--- src/gser_pkg.sv ---
package gser_pkg;

    // ------------------------------------------------------------
    // standard event flags: bit positions and reset value
    // ------------------------------------------------------------
    localparam int ESR_PON = 7;
    localparam int ESR_CME = 5;
    localparam int ESR_EXE = 4;
    localparam int ESR_DDE = 3;
    localparam int ESR_QYE = 2;
    localparam int ESR_OPC = 0;
    localparam logic [7:0] ESR_RESET = 8'h80;
    localparam logic [7:0] ESR_USED = 8'hBD;
    localparam logic [7:0] ESE_RESET = 8'h00;

    // ------------------------------------------------------------
    // fault cause flags: bit positions and reset value
    // ------------------------------------------------------------
    localparam int ERR_LENGTH = 6;
    localparam int ERR_HEADER = 5;
    localparam int ERR_FORMAT = 4;
    localparam int ERR_RANGE = 3;
    localparam int ERR_NOEXEC = 2;
    localparam int ERR_LINK = 1;
    localparam int ERR_BACKUP = 0;
    localparam logic [7:0] ERR_RESET = 8'h00;
    localparam logic [7:0] ERR_USED = 8'h7F;

    // ------------------------------------------------------------
    // status byte positions and output queue shape
    // ------------------------------------------------------------
    localparam int STB_ESB = 5;
    localparam int STB_MAV = 4;
    localparam logic [7:0] STB_RESET = 8'h00;
    localparam int OQ_AW = 4;
    localparam int OQ_DEPTH = 16;
    localparam logic [OQ_AW:0] OQ_FULL = 5'h10;

    // ------------------------------------------------------------
    // decoded commands and operation-complete tracker states
    // ------------------------------------------------------------
    typedef enum logic [2:0] {
        CMD_NONE = 3'b000,
        CMD_CLEAR = 3'b001,
        CMD_ESE_SET = 3'b010,
        CMD_ESE_QRY = 3'b011,
        CMD_ESR_QRY = 3'b100,
        CMD_ERR_QRY = 3'b101,
        CMD_OPC = 3'b110
    } gser_cmd_t;

    typedef enum logic {
        OPC_IDLE = 1'b0,
        OPC_WAIT = 1'b1
    } gser_opc_t;

endpackage

--- src/gser_ram_if.sv ---
`timescale 1ns/1ps
interface gser_ram_if;
    logic wrEn;
    logic [gser_pkg::OQ_AW-1:0] wrAddr;
    logic [7:0] wrData;
    logic rdEn;
    logic [gser_pkg::OQ_AW-1:0] rdAddr;
    logic [7:0] rdData;

    modport ctrl (output wrEn, output wrAddr, output wrData, output rdEn, output rdAddr,
        input rdData);
    modport ram (input wrEn, input wrAddr, input wrData, input rdEn, input rdAddr,
        output rdData);
endinterface

--- src/gser_queue_ram.sv ---
`timescale 1ns/1ps
module gser_queue_ram (
    // clock
    input wire logic clock,
    // storage port
    gser_ram_if.ram mem
);
    logic [7:0] store [gser_pkg::OQ_DEPTH];
    logic [7:0] rdData_q;

    // ------------------------------------------------------------
    // storage and registered read
    // ------------------------------------------------------------
    // no reset on the array: contents are only read after a write
    always_ff @(posedge clock) begin
        if (mem.wrEn) begin
            store[mem.wrAddr] <= mem.wrData;
        end
        if (mem.rdEn) begin
            rdData_q <= store[mem.rdAddr];
        end
    end

    assign mem.rdData = rdData_q;
endmodule

--- src/gser_nrfd_hold.sv ---
`timescale 1ns/1ps
module gser_nrfd_hold (
    // clock and reset
    input wire logic clock,
    input wire logic rst_b,
    // handshake and command engine
    input wire logic handshakeStart,
    input wire logic cmdBusy,
    // bus line drive
    output logic nrfdHold
);
    logic hold_q;
    logic hold_d;

    // ------------------------------------------------------------
    // not-ready-for-data latch
    // ------------------------------------------------------------
    // the byte is accepted, then the talker is parked until idle
    always_comb begin
        hold_d = hold_q;
        if (handshakeStart && cmdBusy) begin
            hold_d = 1'b1;
        end else if (!cmdBusy) begin
            hold_d = 1'b0;
        end
    end

    always_ff @(posedge clock or negedge rst_b) begin
        if (!rst_b) begin
            hold_q <= 1'b0;
        end else begin
            hold_q <= hold_d;
        end
    end

    assign nrfdHold = hold_q;
endmodule

--- src/gser_top.sv ---
`timescale 1ns/1ps
// Functional notes
// - enabled event bits OR into summary bit
// - clear command empties event and fault flags; enable mask and queue kept
// - enable mask written and read back
// - event query returns flags then clears all but device error
// - power-on bit set after reset
// - length, header, format faults raise command error
// - mask write with format or range fault ignored, mask kept
// - range or not-executable raises execution error
// - internal faults raise device error until their fault flags are cleared
// - queue misuse and early addressing raise query error
// - operation complete set when work drains
// - seven fault flags feed events unmasked
// - fault query returns flags then clears them
// - message length fault at bit 6
// - unknown header fault at bit 5
// - parameter format fault at bit 4
// - value range fault at bit 3
// - not executable fault at bit 2
// - internal link fault at bit 1
// - backup store lost at bit 0
// - hold not-ready line while command busy
// - each response group ends with delimiter
// - message available tracks non-empty queue
// - summary bit lives at status bit 5
module gser_top (
    // clock and reset
    input wire logic clock,
    input wire logic rst_b,
    // decoded commands from the message parser
    input wire logic cmdValid,
    input wire gser_pkg::gser_cmd_t cmdCode,
    input wire logic [7:0] cmdParam,
    // parser and engine fault strobes
    input wire logic msgLengthFault,
    input wire logic headerUnknownFault,
    input wire logic paramFormatFault,
    input wire logic valueRangeFault,
    input wire logic notExecutableFault,
    input wire logic internalLinkFault,
    input wire logic backupStoreLost,
    input wire logic talkerEarly,
    input wire logic listenerEarly,
    // engine state and bus handshake
    input wire logic opsPending,
    input wire logic cmdBusy,
    input wire logic handshakeStart,
    // measurement responses and queue readout
    input wire logic respValid,
    input wire logic [7:0] respData,
    input wire logic rdReq,
    output logic [7:0] rdData,
    output logic rdValid,
    output logic rdDelim,
    // status outputs
    output logic [7:0] statusByte,
    output logic devEventClear,
    output logic nrfdHold
);
    gser_ram_if ramIf ();

    logic [7:0] esr_q;
    logic [7:0] esr_d;
    logic [7:0] err_q;
    logic [7:0] err_d;
    logic [7:0] ese_q;
    logic [7:0] ese_d;
    logic [7:0] stb_q;
    logic [7:0] stb_d;
    gser_pkg::gser_opc_t opc_q;
    gser_pkg::gser_opc_t opc_d;
    logic [gser_pkg::OQ_AW-1:0] wp_q;
    logic [gser_pkg::OQ_AW-1:0] wp_d;
    logic [gser_pkg::OQ_AW-1:0] rp_q;
    logic [gser_pkg::OQ_AW-1:0] rp_d;
    logic [gser_pkg::OQ_AW:0] cnt_q;
    logic [gser_pkg::OQ_AW:0] cnt_d;
    logic rdValid_q;
    logic devClr_q;
    logic [7:0] errSet;
    logic [7:0] esrSet;
    logic isClear;
    logic esrRead;
    logic errRead;
    logic pushReq;
    logic [7:0] pushData;
    logic push;
    logic pop;
    logic overflow;
    logic emptyRead;
    logic opcDone;

    // ------------------------------------------------------------
    // helpers
    // ------------------------------------------------------------
    // sticky flag update; a set in the clearing cycle survives
    function automatic logic [7:0] stick(input logic [7:0] cur, input logic [7:0] set,
        input logic clr, input logic [7:0] used);
        stick = ((cur & ~{8{clr}}) | set) & used;
    endfunction

    function automatic logic [gser_pkg::OQ_AW-1:0] bump(input logic [gser_pkg::OQ_AW-1:0] p);
        bump = p + 4'h1;
    endfunction

    // ------------------------------------------------------------
    // command decode
    // ------------------------------------------------------------
    assign isClear = cmdValid && (cmdCode == gser_pkg::CMD_CLEAR);
    assign esrRead = cmdValid && (cmdCode == gser_pkg::CMD_ESR_QRY);
    assign errRead = cmdValid && (cmdCode == gser_pkg::CMD_ERR_QRY);

    // ------------------------------------------------------------
    // output queue control
    // ------------------------------------------------------------
    // query answers take the slot; the engine must not push alongside
    always_comb begin
        pushReq = respValid;
        pushData = respData;
        if (esrRead) begin
            pushReq = 1'b1;
            pushData = esr_q;
        end else if (errRead) begin
            pushReq = 1'b1;
            pushData = err_q;
        end else if (cmdValid && (cmdCode == gser_pkg::CMD_ESE_QRY)) begin
            pushReq = 1'b1;
            pushData = ese_q;
        end
    end

    assign overflow = pushReq && (cnt_q == gser_pkg::OQ_FULL);
    assign push = pushReq && !overflow; // excess answer is lost
    assign pop = rdReq && (cnt_q != 5'h00);
    assign emptyRead = rdReq && (cnt_q == 5'h00);

    always_comb begin
        wp_d = push ? bump(wp_q) : wp_q;
        rp_d = pop ? bump(rp_q) : rp_q;
        cnt_d = cnt_q;
        if (push && !pop) begin
            cnt_d = cnt_q + 5'h01;
        end else if (pop && !push) begin
            cnt_d = cnt_q - 5'h01;
        end
    end

    assign ramIf.wrEn = push;
    assign ramIf.wrAddr = wp_q;
    assign ramIf.wrData = pushData;
    assign ramIf.rdEn = pop;
    assign ramIf.rdAddr = rp_q;

    // ------------------------------------------------------------
    // operation-complete tracker
    // ------------------------------------------------------------
    always_comb begin
        opc_d = opc_q;
        opcDone = 1'b0;
        case (opc_q)
            gser_pkg::OPC_IDLE: begin
                if (cmdValid && (cmdCode == gser_pkg::CMD_OPC)) begin
                    opc_d = gser_pkg::OPC_WAIT;
                end
            end
            gser_pkg::OPC_WAIT: begin
                if (!opsPending) begin
                    opcDone = 1'b1;
                    opc_d = gser_pkg::OPC_IDLE;
                end
            end
            default: begin
                opc_d = gser_pkg::OPC_IDLE;
            end
        endcase
    end

    // ------------------------------------------------------------
    // fault cause and standard event flags
    // ------------------------------------------------------------
    always_comb begin
        errSet = 8'h00;
        errSet[gser_pkg::ERR_LENGTH] = msgLengthFault;
        errSet[gser_pkg::ERR_HEADER] = headerUnknownFault;
        errSet[gser_pkg::ERR_FORMAT] = paramFormatFault;
        errSet[gser_pkg::ERR_RANGE] = valueRangeFault;
        errSet[gser_pkg::ERR_NOEXEC] = notExecutableFault;
        errSet[gser_pkg::ERR_LINK] = internalLinkFault;
        errSet[gser_pkg::ERR_BACKUP] = backupStoreLost;
        err_d = stick(err_q, errSet, isClear || errRead, gser_pkg::ERR_USED);
        // fault flags map straight into event bits, no enable applied
        esrSet = 8'h00;
        esrSet[gser_pkg::ESR_CME] = msgLengthFault || headerUnknownFault || paramFormatFault;
        esrSet[gser_pkg::ESR_EXE] = valueRangeFault || notExecutableFault;
        esrSet[gser_pkg::ESR_QYE] = overflow || emptyRead || talkerEarly || listenerEarly;
        esrSet[gser_pkg::ESR_OPC] = opcDone;
        esr_d = stick(esr_q, esrSet, isClear || esrRead, gser_pkg::ESR_USED);
        // device error follows its causes rather than latching
        esr_d[gser_pkg::ESR_DDE] = err_d[gser_pkg::ERR_LINK] || err_d[gser_pkg::ERR_BACKUP];
    end

    // ------------------------------------------------------------
    // enable mask and status byte
    // ------------------------------------------------------------
    // a mask write carrying a format or range fault leaves the old mask
    always_comb begin
        ese_d = ese_q;
        if (cmdValid && (cmdCode == gser_pkg::CMD_ESE_SET) && !paramFormatFault
            && !valueRangeFault) begin
            ese_d = cmdParam & gser_pkg::ESR_USED;
        end
        stb_d = 8'h00;
        stb_d[gser_pkg::STB_ESB] = |(esr_d & ese_d);
        stb_d[gser_pkg::STB_MAV] = (cnt_d != 5'h00);
    end

    // ------------------------------------------------------------
    // state registers
    // ------------------------------------------------------------
    always_ff @(posedge clock or negedge rst_b) begin
        if (!rst_b) begin
            esr_q <= gser_pkg::ESR_RESET;
            err_q <= gser_pkg::ERR_RESET;
            ese_q <= gser_pkg::ESE_RESET;
            stb_q <= gser_pkg::STB_RESET;
            opc_q <= gser_pkg::OPC_IDLE;
            wp_q <= 4'h0;
            rp_q <= 4'h0;
            cnt_q <= 5'h00;
            rdValid_q <= 1'b0;
            devClr_q <= 1'b0;
        end else begin
            esr_q <= esr_d;
            err_q <= err_d;
            ese_q <= ese_d;
            stb_q <= stb_d;
            opc_q <= opc_d;
            wp_q <= wp_d;
            rp_q <= rp_d;
            cnt_q <= cnt_d;
            rdValid_q <= pop;
            devClr_q <= isClear;
        end
    end

    // ------------------------------------------------------------
    // submodules and outputs
    // ------------------------------------------------------------
    gser_queue_ram uRam (
        .clock(clock),
        .mem(ramIf.ram)
    );

    gser_nrfd_hold uNrfd (
        .clock(clock),
        .rst_b(rst_b),
        .handshakeStart(handshakeStart),
        .cmdBusy(cmdBusy),
        .nrfdHold(nrfdHold)
    );

    // every queue entry is one group, so each word carries its delimiter
    assign rdData = ramIf.rdData;
    assign rdValid = rdValid_q;
    assign rdDelim = rdValid_q;
    assign statusByte = stb_q;
    assign devEventClear = devClr_q;

    logic quiet;
    assign quiet = (errSet == 8'h00) && !talkerEarly && !listenerEarly && !rdReq
        && !respValid && (opc_q == gser_pkg::OPC_IDLE);
endmodule

--- config.mk ---
export PLATFORM = sky130hd
export DESIGN_NAME = gser_top
export DESIGN_NICKNAME = d
export VERILOG_FILES = /design/src/gser_pkg.sv /design/src/gser_ram_if.sv /design/src/gser_queue_ram.sv /design/src/gser_nrfd_hold.sv /design/src/gser_top.sv
export SDC_FILE = /design/constraint.sdc
export NUM_CORES = 1
export LEC_CHECK = 0
export BUFFER_PORTS_ARGS = -buffer_cell sky130_fd_sc_hd__buf_2
export CORE_ASPECT_RATIO = 0.6
export CORE_MARGIN = 1.5
export CORE_UTILIZATION = 47
export CTS_CLUSTER_DIAMETER = 150
export CTS_CLUSTER_SIZE = 28
export DETAILED_ROUTE_END_ITERATION = 10
export MAX_ROUTING_LAYER = met4
export PLACE_DENSITY_LB_ADDON = 0.3
export REMOVE_ABC_BUFFERS = 1
export SLEW_MARGIN = 20
export SYNTH_ARGS = -nofsm -noshare
export SYNTH_HDL_FRONTEND = slang
export SYNTH_SLANG_ARGS = --single-unit
--- constraint.sdc ---
create_clock -name clock -period 2.7 [get_ports clock]
set_input_delay 0.27 -clock clock [delete_from_list [all_inputs] [get_ports clock]]
set_output_delay 0.27 -clock clock [all_outputs]
set_load 0.005 [all_outputs]
==> impl_metrics.py <==
metrics = {
    "status": {
        "status": "complete, no violations",
    },
    "critical_path": {
        "crit_slowest_cell": "or4_1",
        "critPathMaxFanout": 9,
        "arrival_ns": 2.74,
        "crit_chain": "inv_1 -> ha_1 -> nor4b_2 -> nand2b_2 -> and2_4 -> a22o_1 -> xor2_1 -> or4_1",
        "path_class": "reg -> reg",
        "critPathTopFamily": "simple AND/OR/NAND/NOR gates",
        "critPathMaxStageDelay_ns": 0.54,
        "critPathRequiredTime_ns": 2.99,
        "critPathBufInv": 1,
        "cp-start-kind": "flip-flop",
        "end_kind": "flip-flop",
    },
    "timing": {
        "fin_crit_ns": 2.45,
        "rsz0062_at_grt": "no",
        "drv_slew": 0,
        "hold_violations": 0,
        "skew_ns": 0.00801,
        "worstMarginPinSlew_ns": 0.869,
        "finalSetupViolations": 0,
        "slew_headroom_pct": 42.1,
        "finalCritPeriodShare_pct": 90.8,
        "fmax_ghz": 0.408,
    },
    "die": {
        "core_um2": 14600,
        "die_area_um2": 15900,
        "die_h_um": 98.3,
        "die_w_um": 162,
        "pin_count": 56,
        "rows": 34,
        "initial_core_util_pct": 48.6,
    },
    "global_route": {
        "first_global_vias": 3919,
        "grt_max_degree": 39,
        "grt_pass1_wl_mm": 22.8,
        "grt_overflow": 0,
        "antenna_found_initial": 1,
        "grtUsageTotal_pct": 20.6,
    },
    "synth": {
        "synthFlopType": "edfxtp_1",
        "async_reset_ff_share_pct": 21.8,
        "syn_area_um2": 7110,
        "ys_seq_area_share_pct": 70.8,
        "yosysWarnings": 0,
        "synth_edf_count": 136,
        "ys_seq_elements": 174,
        "ys_types": 48,
        "syn_avg_cell_area_um2": 18.0,
        "synthesis.instances": 394,
    },
    "pwr": {
        "leakage_uw": 0.00302,
        "ir_drop_mv": 0.636,
        "p_total_uw": 8380,
        "powerDensity_nw_per_um2": 1000,
    },
    "drt": {
        "ant_nets": 0,
        "drtIter0Drc": 319,
        "routedWlPerCell_um": 21.2,
        "drt-total-wl_mm": 14.5,
        "drc": 0,
        "via_per_inst": 5.59,
        "vias": 3829,
        "drtPass1Iterations": 5,
    },
    "clock_tree": {
        "cts_buffer_depth": 2,
        "h-tree-depth": 4,
        "cts-root-buf": "clkbuf_16",
        "cts_made_buffers": 17,
        "clkTransAtPathRegs_ns": 0.07,
        "insertion_delay_ns": 0.42,
        "cts_sinks": 174,
        "tritoncts": "built",
        "post_cts_buffers": 0,
    },
    "layout": {
        "area_delta_synth_final_pct": 17.6,
        "diodes": 0,
        "postLayoutCellArea_um2": 8360,
        "fin_nets": 518,
        "nFillCells": 1126,
        "drive_above_1_share_pct": 34.3,
    },
    "place": {
        "io_buffers": 47,
        "gp_congestion": 0.836,
        "dp_hpwl_mm": 10.0,
        "place_area_um2": 7730,
    },
    "hold_path": {
        "holdCritPathClass": "in -> reg",
    },
    "flow_run": {
        "maxCapViolCount": 0,
    },
}
-- what timing repair did --
item,4_1_cts,5_1_grt
setup endpoints to repair,0,1
hold buffers,1,0
resized for setup,0,2
endpoints found under the hold margin,37,0
-- kinds of logic (layout without fill, tap and decap cells) --
logic type	after synthesis	in the layout	share of synthesized area (%)
other	1	6	0.0527
AO/OA/AOI/OAI	41	41	4.26
buffers and inverters	35	123	2.55
adder cells (fa/ha/maj)	8	8	1.41
XOR/XNOR	11	11	1.36
AND/OR/NAND/NOR	72	72	5.07
flip-flops	174	174	70.8
multiplexers	52	52	14.5
-- worst paths after layout --
| check | slack [ns] | endpoint | startpoint | depth (start not counted) |
|---|---|---|---|---|
| worst max-delay path | 0.25 | statusByte[4] | cnt_q[0] | 8 |
| worst min-delay path | 0.05 | err_q[6] | msgLengthFault | 2 |
| worst max register to register | 0.25 | statusByte[4] | cnt_q[0] | 8 |
| worst min register to register | 0.48 | err_q[5] | err_q[5] | 1 |
| max in group asynchronous | 1.59 | ramIf.rdAddr[0] | rst_b | 2 |
| min in group asynchronous | 0.50 | err_q[3] | rst_b | 2 |
-- metrics by stage --
stage | setup slack [ns] | util [%] | hold WS (ns) | cells | setup TNS [ns]
finish | 0.249 | 57.1 | 0.0457 | 685 | 0
global route | 0.143 | 57.1 | 0.0283 | 685 | 0
CTS | 0.0194 | 57.0 | 0.0324 | 685 | 0
floorplan | -0.101 | - | -0.0256 | 374 | -0.808
global placement | 0.247 | 52.8 | 0.425 | 652 | 0
detailed placement | 0.0257 | 52.8 | 0.433 | 652 | 0
-- final cells by class --
cell class	instances	area (um2)	area share, %
flip-flops and latches	174	5040	60.3
clock inverters	15	184	2.20
inverters	10	37.5	0.449
repair buffers	81	505	6.05
multi-input cells	190	1920	23.0
clock buffers	17	425	5.09
well taps	198	248	2.96
-- Yosys cell counts, drive strengths merged (3+ instances only) --
cell	n	area share [%]
edfxtp	136	57
mux4	40	13
dfrtp	37	13
buf	20	1.8
nand2	19	1.0
nor2	18	0.95
inv	10	0.53
xnor2	9	1.1
ha	8	1.4
nor3	8	0.56
a21o	7	0.74
a21oi	7	0.49
and2	7	0.65
o21ai	7	0.49
mux2	6	0.95
mux2i	6	0.84
a211oi	5	0.53
clkbuf	5	0.26
nand4	5	0.44
a211o	3	0.37
nand2b	3	0.26
nand3	3	0.21
-- where the power goes --
| group | leakage, uW | switching [uW] | internal [uW] |
|---|---|---|---|
| clock | 0.000293 | 1030 | 1470 |
| sequential | 0.00166 | 276 | 3400 |
| combinational | 0.00107 | 1110 | 1090 |
| total | 0.00302 | 2420 | 5970 |
-- layout by cell type (no fill, tap or decap), types with 3 or more instances in the layout --
cell,instances
edfxtp_1,136
buf_2,47
mux4_2,40
dfrtp_1,36
buf_4,32
nand2_1,19
nor2_1,18
clkbuf_16,17
inv_1,9
xnor2_1,9
nor3_1,8
ha_1,8
o21ai_0,7
a21o_1,7
mux2_2,6
mux2i_1,6
and2_1,6
a21oi_1,6
conb_1,6
nand4_1,5
a211oi_1,5
inv_6,5
nand3_1,3
a211o_1,3
bufinv_16,3
-- state kept, by name (all words and copies together), names as in the netlist --
register	cells
err_q	7
ese_q	6
rdDelim	1
uRam.mem.rdData	8
statusByte	2
esr_q	6
cnt_q	5
devEventClear	1
ramIf.wrAddr	4
ramIf.rdAddr	4
uRam.store	128
opc_q	1
uNrfd.nrfdHold	1
-- layer usage --
metal  track usage, %  part of all wire [%]  vias to the layer above
li1                 -                     -                     1701
met1             30.3                    48                     1973
met2             28.8                    45                      149
met3             5.40                   7.4                        6
met4             5.15                  0.41                        0
met5                -                     0                        -
No activity file was read; power rests on OpenSTA's default activity.
